===== src/rtl/atic_params.svh =====
// Register indices, reset values and field positions of the control bank
`ifndef ATIC_PARAMS_SVH
`define ATIC_PARAMS_SVH

`define ATIC_IDX_STATUS 8'h60
`define ATIC_IDX_AMP_DROP 8'h63
`define ATIC_IDX_TONE 8'h64
`define ATIC_IDX_PIN_FIRST 8'h87
`define ATIC_IDX_PIN_LAST 8'h95
`define ATIC_IDX_PIN_SCK 8'h89
`define ATIC_IDX_PIN_CS 8'h8A
`define ATIC_NUM_PINS 15

`define ATIC_DROP_W 5
`define ATIC_DROP_RESET 5'h03
`define ATIC_TONE_RESET 2'h0
`define ATIC_PIN_RESET 3'h0
`define ATIC_PIN_CLK_RESET 3'h1

`define ATIC_TONE_FIRST_BIT 0
`define ATIC_TONE_SECOND_BIT 1
`define ATIC_PIN_SMT_BIT 0
`define ATIC_PIN_PD_BIT 1
`define ATIC_PIN_PU_BIT 2
`define ATIC_STAT_PIN_BIT 5
`define ATIC_STAT_SETTLED_BIT 6

`define ATIC_ADDR_IDX_LSB 2
`define ATIC_ADDR_IDX_MSB 9
`define ATIC_SLEW_PERIOD_RESET 16'h0000

`endif


===== src/rtl/atic_pkg.sv =====
// Types shared by the control bank modules
package atic_pkg;
    typedef logic [4:0] atic_drop_t;
    typedef logic [2:0] atic_pin_cfg_t;
    typedef logic [7:0] atic_index_t;
    typedef logic [15:0] atic_period_t;
endpackage : atic_pkg


===== src/rtl/atic_slew_if.sv =====
// Signals between the register bank and the gain slewer
`timescale 1ns/10ps
interface atic_slew_if;
    import atic_pkg::*;
    atic_drop_t target;
    atic_period_t period;
    atic_drop_t applied;
    logic settled;
    modport ctrl (output target, output period, input applied, input settled);
    modport slew (input target, input period, output applied, output settled);
endinterface : atic_slew_if


===== src/rtl/atic_ctrl_regs.sv =====
// APB register bank for amplifier drop, tone enables and input pin setup
// Functional notes
// - Byte register at 0x63 holds a five-bit field resetting to 00011, upper three bits read zero.
// - The field is the drop in whole dB, zero none and one a 1 dB drop, used while amp pin asserted.
// - Bit 0 of the tone register at 0x64 turns the first tone generator on or off.
// - Bit 1 turns the second tone generator on or off; upper bits read zero; reset is zero.
// - One pin byte register per pin at 0x87 to 0x95, bits 2..0 writable, bits 7..3 read-only.
// - Bit 2 is pull-up, bit 1 pull-down, bit 0 Schmitt; only bit 0 resets to one at 0x89 and 0x8A.
`timescale 1ns/10ps
`include "atic_params.svh"
module atic_ctrl_regs #(
    parameter int NUM_PINS = `ATIC_NUM_PINS,
    parameter int ADDR_W = 12
) (
    // Clock and reset
    input wire logic core_clk,
    input wire logic rst_n,
    // APB slave
    input wire logic psel,
    input wire logic penable,
    input wire logic pwrite,
    input wire logic [ADDR_W-1:0] paddr,
    input wire logic [31:0] pwdata,
    input wire logic [3:0] pstrb,
    output logic [31:0] prdata,
    output logic pready,
    output logic pslverr,
    // Amplifier protection
    input wire logic ampProtectPin,
    input wire atic_pkg::atic_period_t profileSlewPeriod,
    output atic_pkg::atic_drop_t appliedDrop,
    output logic dropSettled,
    // Tone generators
    output logic firstBeepEnable,
    output logic secondBeepEnable,
    // Input pin pads
    output logic [NUM_PINS-1:0] pullupEnable,
    output logic [NUM_PINS-1:0] pulldownEnable,
    output logic [NUM_PINS-1:0] schmittEnable
);
    import atic_pkg::*;

    // Index decode helpers
    function automatic logic isPinIndex(input atic_index_t idx);
        isPinIndex = (idx >= `ATIC_IDX_PIN_FIRST) && (idx <= `ATIC_IDX_PIN_LAST);
    endfunction : isPinIndex

    function automatic logic [3:0] pinSlot(input atic_index_t idx);
        atic_index_t diff;
        diff = idx - `ATIC_IDX_PIN_FIRST;
        pinSlot = diff[3:0];
    endfunction : pinSlot

    function automatic atic_pin_cfg_t pinResetValue(input int slot);
        atic_index_t idx;
        idx = `ATIC_IDX_PIN_FIRST + atic_index_t'(slot);
        if (idx == `ATIC_IDX_PIN_SCK || idx == `ATIC_IDX_PIN_CS) begin
            pinResetValue = `ATIC_PIN_CLK_RESET;
        end else begin
            pinResetValue = `ATIC_PIN_RESET;
        end
    endfunction : pinResetValue

    // Register state
    atic_drop_t ampDrop;
    atic_drop_t next_ampDrop;
    logic [1:0] toneEnable;
    logic [1:0] next_toneEnable;
    atic_pin_cfg_t pinCfg [NUM_PINS];
    atic_pin_cfg_t next_pinCfg [NUM_PINS];

    // APB answer state
    logic [31:0] readData;
    logic [31:0] next_readData;
    logic accessError;
    logic next_accessError;

    // Amp pin synchroniser
    logic [2:0] ampSync;
    logic [2:0] next_ampSync;
    logic ampActive;
    logic next_ampActive;

    // Address decode
    atic_index_t regIndex;
    logic addrAligned;
    logic addrMapped;
    logic setupPhase;
    logic writeStrobe;

    atic_slew_if slewBus ();

    always_comb begin
        regIndex = paddr[`ATIC_ADDR_IDX_MSB:`ATIC_ADDR_IDX_LSB];
        addrAligned = (paddr[1:0] == 2'h0);
        if (ADDR_W > `ATIC_ADDR_IDX_MSB + 1) begin
            addrAligned = addrAligned && ((paddr >> (`ATIC_ADDR_IDX_MSB + 1)) == '0);
        end
        addrMapped = addrAligned && (regIndex == `ATIC_IDX_AMP_DROP
            || regIndex == `ATIC_IDX_TONE
            || regIndex == `ATIC_IDX_STATUS
            || isPinIndex(regIndex));
        setupPhase = psel && !penable;
        writeStrobe = psel && penable && pwrite && !accessError && pstrb[0];
    end

    // Read data and error captured in setup, presented in access
    always_comb begin
        next_readData = readData;
        next_accessError = accessError;
        if (setupPhase) begin
            next_accessError = !addrMapped;
            next_readData = 32'h0000_0000;
            if (!pwrite && addrMapped) begin
                unique case (1'b1)
                    regIndex == `ATIC_IDX_AMP_DROP:
                        next_readData[`ATIC_DROP_W-1:0] = ampDrop;
                    regIndex == `ATIC_IDX_TONE:
                        next_readData[1:0] = toneEnable;
                    regIndex == `ATIC_IDX_STATUS: begin
                        next_readData[`ATIC_DROP_W-1:0] = slewBus.applied;
                        next_readData[`ATIC_STAT_PIN_BIT] = ampActive;
                        next_readData[`ATIC_STAT_SETTLED_BIT] = slewBus.settled;
                    end
                    default:
                        next_readData[2:0] = pinCfg[pinSlot(regIndex)];
                endcase
            end
        end
    end

    always_ff @(posedge core_clk) begin
        if (!rst_n) begin
            readData <= 32'h0000_0000;
            accessError <= 1'b0;
        end else begin
            readData <= next_readData;
            accessError <= next_accessError;
        end
    end

    assign pready = psel && penable;
    assign pslverr = psel && penable && accessError;
    assign prdata = readData;

    // Amplifier drop register
    always_comb begin
        next_ampDrop = ampDrop;
        if (writeStrobe && regIndex == `ATIC_IDX_AMP_DROP) begin
            next_ampDrop = pwdata[`ATIC_DROP_W-1:0];
        end
    end

    always_ff @(posedge core_clk) begin
        if (!rst_n) begin
            ampDrop <= `ATIC_DROP_RESET;
        end else begin
            ampDrop <= next_ampDrop;
        end
    end

    // Tone enable register
    always_comb begin
        next_toneEnable = toneEnable;
        if (writeStrobe && regIndex == `ATIC_IDX_TONE) begin
            next_toneEnable[`ATIC_TONE_FIRST_BIT] = pwdata[`ATIC_TONE_FIRST_BIT];
            next_toneEnable[`ATIC_TONE_SECOND_BIT] = pwdata[`ATIC_TONE_SECOND_BIT];
        end
    end

    always_ff @(posedge core_clk) begin
        if (!rst_n) begin
            toneEnable <= `ATIC_TONE_RESET;
        end else begin
            toneEnable <= next_toneEnable;
        end
    end

    assign firstBeepEnable = toneEnable[`ATIC_TONE_FIRST_BIT];
    assign secondBeepEnable = toneEnable[`ATIC_TONE_SECOND_BIT];

    // Input pin control registers
    always_comb begin
        for (int i = 0; i < NUM_PINS; i++) begin
            next_pinCfg[i] = pinCfg[i];
        end
        if (writeStrobe && isPinIndex(regIndex)) begin
            next_pinCfg[pinSlot(regIndex)] = pwdata[2:0];
        end
    end

    always_ff @(posedge core_clk) begin
        if (!rst_n) begin
            for (int i = 0; i < NUM_PINS; i++) begin
                pinCfg[i] <= pinResetValue(i);
            end
        end else begin
            for (int i = 0; i < NUM_PINS; i++) begin
                pinCfg[i] <= next_pinCfg[i];
            end
        end
    end

    always_comb begin
        for (int i = 0; i < NUM_PINS; i++) begin
            pullupEnable[i] = pinCfg[i][`ATIC_PIN_PU_BIT];
            pulldownEnable[i] = pinCfg[i][`ATIC_PIN_PD_BIT];
            schmittEnable[i] = pinCfg[i][`ATIC_PIN_SMT_BIT];
        end
    end

    // Amp pin qualified when second and third stages agree
    always_comb begin
        next_ampSync = {ampSync[1:0], ampProtectPin};
        next_ampActive = ampActive;
        if (ampSync[1] == ampSync[2]) begin
            next_ampActive = ampSync[2];
        end
    end

    always_ff @(posedge core_clk) begin
        if (!rst_n) begin
            ampSync <= 3'h0;
            ampActive <= 1'b0;
        end else begin
            ampSync <= next_ampSync;
            ampActive <= next_ampActive;
        end
    end

    // Drop applied only while protection pin is asserted
    assign slewBus.target = ampActive ? ampDrop : 5'h00;
    assign slewBus.period = profileSlewPeriod;

    atic_gain_slew slewer (
        .core_clk(core_clk),
        .rst_n(rst_n),
        .slewPort(slewBus.slew)
    );

    assign appliedDrop = slewBus.applied;
    assign dropSettled = slewBus.settled;
endmodule : atic_ctrl_regs


===== src/rtl/atic_gain_slew.sv =====
// Ramps the applied attenuation toward its target one dB per tick
`timescale 1ns/10ps
`include "atic_params.svh"
module atic_gain_slew (
    // Clock and reset
    input wire logic core_clk,
    input wire logic rst_n,
    // Bank side
    atic_slew_if.slew slewPort
);
    import atic_pkg::*;

    atic_period_t tickCount;
    atic_period_t next_tickCount;
    atic_drop_t applied;
    atic_drop_t next_applied;
    logic tick;

    always_comb begin
        tick = (tickCount == '0);
        next_tickCount = tick ? slewPort.period : tickCount - 16'h0001;
        next_applied = applied;
        if (tick && applied < slewPort.target) begin
            next_applied = applied + 5'h01;
        end else if (tick && applied > slewPort.target) begin
            next_applied = applied - 5'h01;
        end
    end

    always_ff @(posedge core_clk) begin
        if (!rst_n) begin
            tickCount <= `ATIC_SLEW_PERIOD_RESET;
            applied <= 5'h00;
        end else begin
            tickCount <= next_tickCount;
            applied <= next_applied;
        end
    end

    assign slewPort.applied = applied;
    assign slewPort.settled = (applied == slewPort.target);
endmodule : atic_gain_slew


===== config.mk =====
export PLATFORM = sky130hd
export DESIGN_NAME = atic_ctrl_regs
export DESIGN_NICKNAME = d
export VERILOG_FILES = /design/src/rtl/atic_pkg.sv /design/src/rtl/atic_slew_if.sv /design/src/rtl/atic_ctrl_regs.sv /design/src/rtl/atic_gain_slew.sv
export VERILOG_INCLUDE_DIRS = /design/src /design/src/rtl
export SDC_FILE = /design/constraint.sdc
export NUM_CORES = 1
export LEC_CHECK = 0
export ABC_AREA = 0
export ABC_CLOCK_PERIOD_IN_PS = 4500
export BUFFER_PORTS_ARGS = -buffer_cell sky130_fd_sc_hd__buf_2
export CORE_ASPECT_RATIO = 1.1
export CORE_MARGIN = 1.5
export CORE_UTILIZATION = 51
export DETAILED_ROUTE_END_ITERATION = 6
export GPL_ROUTABILITY_DRIVEN = 0
export HOLD_SLACK_MARGIN = 0.08
export PLACE_DENSITY = 0.85
export SLEW_MARGIN = 40
export SYNTH_ARGS = -nofsm -noshare
export SYNTH_HDL_FRONTEND = slang
export SYNTH_SLANG_ARGS = --single-unit

===== constraint.sdc =====
create_clock -name core_clk -period 4.5 [get_ports core_clk]
set_clock_uncertainty 0.05 [all_clocks]
set_input_delay 0.45 -clock core_clk [delete_from_list [all_inputs] [get_ports core_clk]]
set_output_delay 0.45 -clock core_clk [all_outputs]
set_load 0.05 [all_outputs]

Yosys cells after proc, flatten, opt, wreduce, memory -nomap -nowiden
Memories as Yosys holds them, arrays and structs flattened.
Cells that the tools add are included.
W data, S select, Z words.
{"block": "op_classes", "magnitude_cmp": 6, "bitwise_logic": 16, "mux": 32, "add_sub_neg": 4, "n_eq_ne": 5, "n_reduce_logical": 27}
{"op": "$mux W3", "count": 18}
{"op": "$bwmux W45", "count": 1}
{"op": "$mux W45", "count": 1}
{"op": "$eq A8 B7 Y1 const B", "count": 3}
{"op": "$logic_and A1 B1 Y1", "count": 16}
{"op": "$logic_not A16 Y1", "count": 1}
{"op": "$mux W16", "count": 1}
{"op": "$sub A16 B1 Y16 const B", "count": 1}
{"op": "$mux W5", "count": 3}
{"op": "$or A1 B1 Y1", "count": 15}
{"op": "$demux W3 S4", "count": 1}
{"op": "$logic_not A12 Y1", "count": 1}
{"op": "$ge A8 B8 Y1 const B", "count": 1}
{"op": "$le A8 B8 Y1 const B", "count": 1}
{"op": "$mux W7", "count": 1}
{"op": "$pmux W2 S3", "count": 1}
{"op": "$add A5 B1 Y5 const B", "count": 1}
{"op": "$eq A5 B5 Y1", "count": 1}
{"op": "$ge A5 B5 Y1 const B", "count": 1}
{"op": "$gt A5 B5 Y1", "count": 1}
{"op": "$lt A5 B1 Y1 const B", "count": 1}
{"op": "$lt A5 B5 Y1", "count": 1}
{"op": "$not A4 Y5", "count": 1}
{"op": "$sub A5 B1 Y5 const B", "count": 1}
{"op": "other kinds (10)", "count": 16}
{"block": "totals", "elab_cells": 99, "register_bits": 40, "ram_bits": 45, "output_inout_bits": 87, "mem_count": 1}
{"memory": "pinCfg", "words": 15, "width": 3, "read_ports": 16, "rd_ports_with_merged_regs": 0, "write_ports": 15, "line": "atic_ctrl_regs.sv:69", "source": "atic_pin_cfg_t pinCfg [NUM_PINS];"}

Longest topological paths before layout
{"block": "logic_depth", "depth_word": 9, "depth_mapped": 13, "ltp_nobuf": 12}

By module
Synthesis repeated with hierarchy kept, for this count alone.
{"block": "unflattened", "cells_unflattened": 511, "hier_area_um2": 4735.8}
{"module": "atic_ctrl_regs", "cells_each": 358, "area_each_um2": 3415.8, "instances": 1}
{"module": "atic_gain_slew", "cells_each": 153, "area_each_um2": 1320.0, "instances": 1}

Least setup slack after synthesis
OpenSTA, ideal clock, no wires.
{"block": "synth_path", "kind": "reg-to-reg", "from": "register slewer.tickCount[3]", "to": "register slewer.applied[4] (netlist: slewer.slewPort.applied[4])", "slack_ns": 1.336, "t_arrival_ns": 3.042, "period_less_slack_ns": 3.164, "required_ns": 4.378, "path_stages_with_launch": 13, "setup_ns": 0.072, "cell_sequence": "dfxtp_1 -> or4_1 -> buf_2 -> nor3_4 -> nand3_2 -> buf_6 -> nand3b_1 -> fa_1 -> a21o_1 -> a21o_1 -> a211o_1 -> a21oi_1 -> mux2i_1"}
{"block": "synth_via", "elab_chain_cells": 3, "elab_cells_between_ends": 5, "cone_classes": "mux (1); reduce/logical (4)"}
{"element": "from (decl)", "line": "atic_gain_slew.sv:13", "source": "atic_period_t tickCount;"}
{"element": "from (signal assigned)", "line": "atic_gain_slew.sv:32", "source": "tickCount <= `ATIC_SLEW_PERIOD_RESET;"}
{"element": "from (signal assigned)", "line": "atic_gain_slew.sv:35", "source": "tickCount <= next_tickCount;"}
{"element": "$logic_not A16 Y1 *", "line": "atic_gain_slew.sv:20", "source": "tick = (tickCount == '0);"}
{"element": "$logic_and A1 B1 Y1 (on tied branches)", "line": "atic_gain_slew.sv:23, atic_gain_slew.sv:25"}
{"element": "$mux W5 or $reduce_bool A2 Y1 (tied branches)"}
{"element": "to (signal assigned)", "line": "atic_gain_slew.sv:36", "source": "applied <= next_applied;"}
{"element": "to (decl)", "line": "atic_gain_slew.sv:15", "source": "atic_drop_t applied;"}
Every way passes the cells marked *; elsewhere a longest branch is shown, timed or not.
A chain may end at the register's enable or synchronous reset.

Worst setup path in the final report
{"block": "layout_path", "from": "register slewer.tickCount[2]", "to": "register slewer.applied[4] (netlist: slewer.slewPort.applied[4])"}
The elaborated chain is that of the path after synthesis.

==> out/results.txt <==
Crit path top cell by count = a21o_1
ys async rst share = 0%
pre-CTS setup slack = 1060 ps
via count = 4535
vias per inst = 6.06
largest cells by area after synthesis = dfxtp_1 (36%), mux2i_1 (5.4%), a21oi_1 (5.1%)
# rows = 36
min cycle time layout = 3450 ps
CP arrival = 3700 ps
layout cells sized above 1 = 23.0%
Post-Syn Area per Cell = 8.61 sq um
IO buf count = 101
Max-Cap Viols = 0
antenna cells = 0
Die Area = 0.00995 sq mm
Worst Tran Pin Value = 709 ps
Post-synth top cells = dfxtp_1 (85), a21oi_1 (49), nor2_1 (43)
clock root cell = clkbuf_8
Hold/Removal Path Class = in -> reg
Power Total = 2.20 mW
Skew-Pair Late Insertion Delay = 360 ps
ys flop type = dfxtp_1
Max FO, Critical Path = 24
CP max stage cell = or4_1
Mapped Cells = 555
R2R Setup Slk = 1050 ps
PD cells = 403 mW/mm^2
drt wl/cell = 17.2 um
Post-CTS Setup Inserts = 0
Mapped Area = 0.00478 sq mm
All-Layer GR Usage = 26.9%
WL final = 12800 um
Synth top area share = 35.6%
Core ar. = 0.00896 sq mm
Initial Utilization = 53.3%
crit path cell chain = or4_1 -> nor3_4 -> nand3_2 -> buf_4 -> nand3b_1 -> fa_1 -> a21o_1 -> a21o_1 -> a211o_1 -> a21oi_1 -> mux2i_1
critical path class = reg -> reg
number of H-tree levels = 3
GRT Residual Overflow = 0
DRT iter0 DRCs = 351
ANT nets after route = 0
First-pass DRT Iterations = 5
largest net degree at the start of global routing = 43
status = complete, no violations
hold depth = 2
CTS Sinks = 85
Slew HR = 52.7%
Setup crit start = slewer.tickCount[2]
reg2reg path depth = 11
final-report setup violation count = 0
CTS tree = done
post-route setup slack = 1050 ps
Max rail drop VDD = 0.000349 V
Resized Gates After CTS = 0
dominant cell type by area after synthesis = dfxtp_1
Slew Limit Fails = 0
HP Start = ampProtectPin
Top Ports = 157
Final HPWL DP = 9160 um
Required @ worst endpoint = 4750 ps
Setup TNS = 0 ps
synth unique cells = 56
Syn. warnings = 0
Worst setup EP type = flop
Layout area overhead = 14.1%
fin crit share = 76.7%
clock slew at reported path FFs = 80 ps
Final Hold Fails = 0
most common cell in the synthesized netlist = dfxtp_1
initial antenna violation count = 0
first-pass GRT wire length = 21200 um
Seq/Total Area, Yosys = 35.6%
crit path capture = slewer.slewPort.applied[4]
Post-CTS Hold Buffers = 0
Die Y = 104 um
CTS buffer count = 9
CP max stage delay = 660 ps
flops & latches, synth = 85
Post-synth EDFFs = 0
# DRC = 0
RSZ-0062 raised after global routing = no
vias in the first global route = 4373
FF-to-FF Start = slewer.tickCount[2]
Final nets = 715
Bufs on Longest Clock Path = 2
Leak = 2.39 nW
Critical R2R Capture = slewer.slewPort.applied[4]
Worst setup SP type = flop
Die Wd = 95.3 um
fmax = 290 MHz
[cells in the final DEF, fill, tap and decap left out, types with 4 or more instances in the layout]
cell	netlist	routed
bufinv_16	0	4
nor2_1	43	43
and3_1	5	5
mux2i_1	26	26
mux4_2	9	9
a22oi_1	5	5
nand2_1	27	27
xor2_1	6	6
a21o_1	9	9
conb_1	1	25
and2_1	9	9
nor3_1	9	9
o31ai_1	14	14
a211oi_2	5	5
nor4_1	4	4
o21ai_0	40	40
inv_1	15	15
ha_1	15	15
nand3_1	27	27
xnor2_1	9	8
buf_4	25	4
nand4_1	28	28
nor2b_1	6	6
buf_2	14	101
a21oi_1	49	48
clkbuf_8	0	9
dfxtp_1	85	85
[logic make-up after synthesis]
| family | synth area share (%) |
|---|---|
| xor+xnor | 2.75 |
| buf+inv | 8.93 |
| other cells | 0.0785 |
| compound gates | 18.8 |
| fa+ha+maj | 4.35 |
| simple gates | 19.3 |
| flops | 35.6 |
| mux | 10.2 |
[cell type report]
cell class / instances / area, sq um
Inverter: 16 / 60.1
Tap cell: 114 / 143
Clock buffer: 10 / 128
Multi-Input combinational cell: 412 / 2750
Sequential cell: 85 / 1700
Clock inverter: 6 / 134
Timing Repair Buffer: 105 / 536
Fill cell: 774 / 3510
[flip-flops by register name (all words and copies together) (netlist names)]
signal	cells
ampDrop	5
prdata	7
slewer.tickCount	16
toneEnable	2
accessError	1
slewer.slewPort.applied	5
ampSync	3
pinCfg	45
ampActive	1
[metal layers]
| layer | track usage, % | share of wire [%] | vias to the layer above |
|---|---|---|---|
| met4 | 13.6 | 3.4 | 0 |
| met3 | 6.14 | 8.3 | 41 |
| li1 | - | - | 2114 |
| met1 | 34.4 | 41 | 2145 |
| met2 | 41.7 | 48 | 235 |
| met5 | 0 | 0 | - |
[critical path: cells and delay by family, from the launching register on]
kind	cells	cell delay (ps)
multiplexers	1	190
AO/OA/AOI/OAI	4	720
AND/OR/NAND/NOR	4	1360
flip-flops	1	360
adder cells (fa/ha/maj)	1	470
buffers and inverters	1	230
[where the power goes]
group          leakage [nW]  internal (mW)  switching [mW]
logic                  1.57          0.226           0.379
registers             0.688          0.815          0.0665
clock network         0.131          0.426           0.284
total                  2.39           1.47           0.729
[how the worst min path moves through the flow]
stage / end / slack (ps)
finish: ampSync[0] / 240
global placement: ampSync[1] / 370
floorplan: ampSync[1] / 360
CTS: ampSync[0] / 230
global route: ampSync[0] / 240
detailed placement: ampSync[1] / 370
[metrics by stage]
step,hold slack [ps],instances,util (%),cell area [sq um]
final,240,748,60.8,5450
after global routing,239,748,60.8,5450
after CTS,235,748,60.7,5440
after detailed placement,374,732,57.8,5180
after global placement,373,732,57.8,5180
after floorplan,362,579,-,4870
Note: power is estimated with default switching activity, not from simulation.
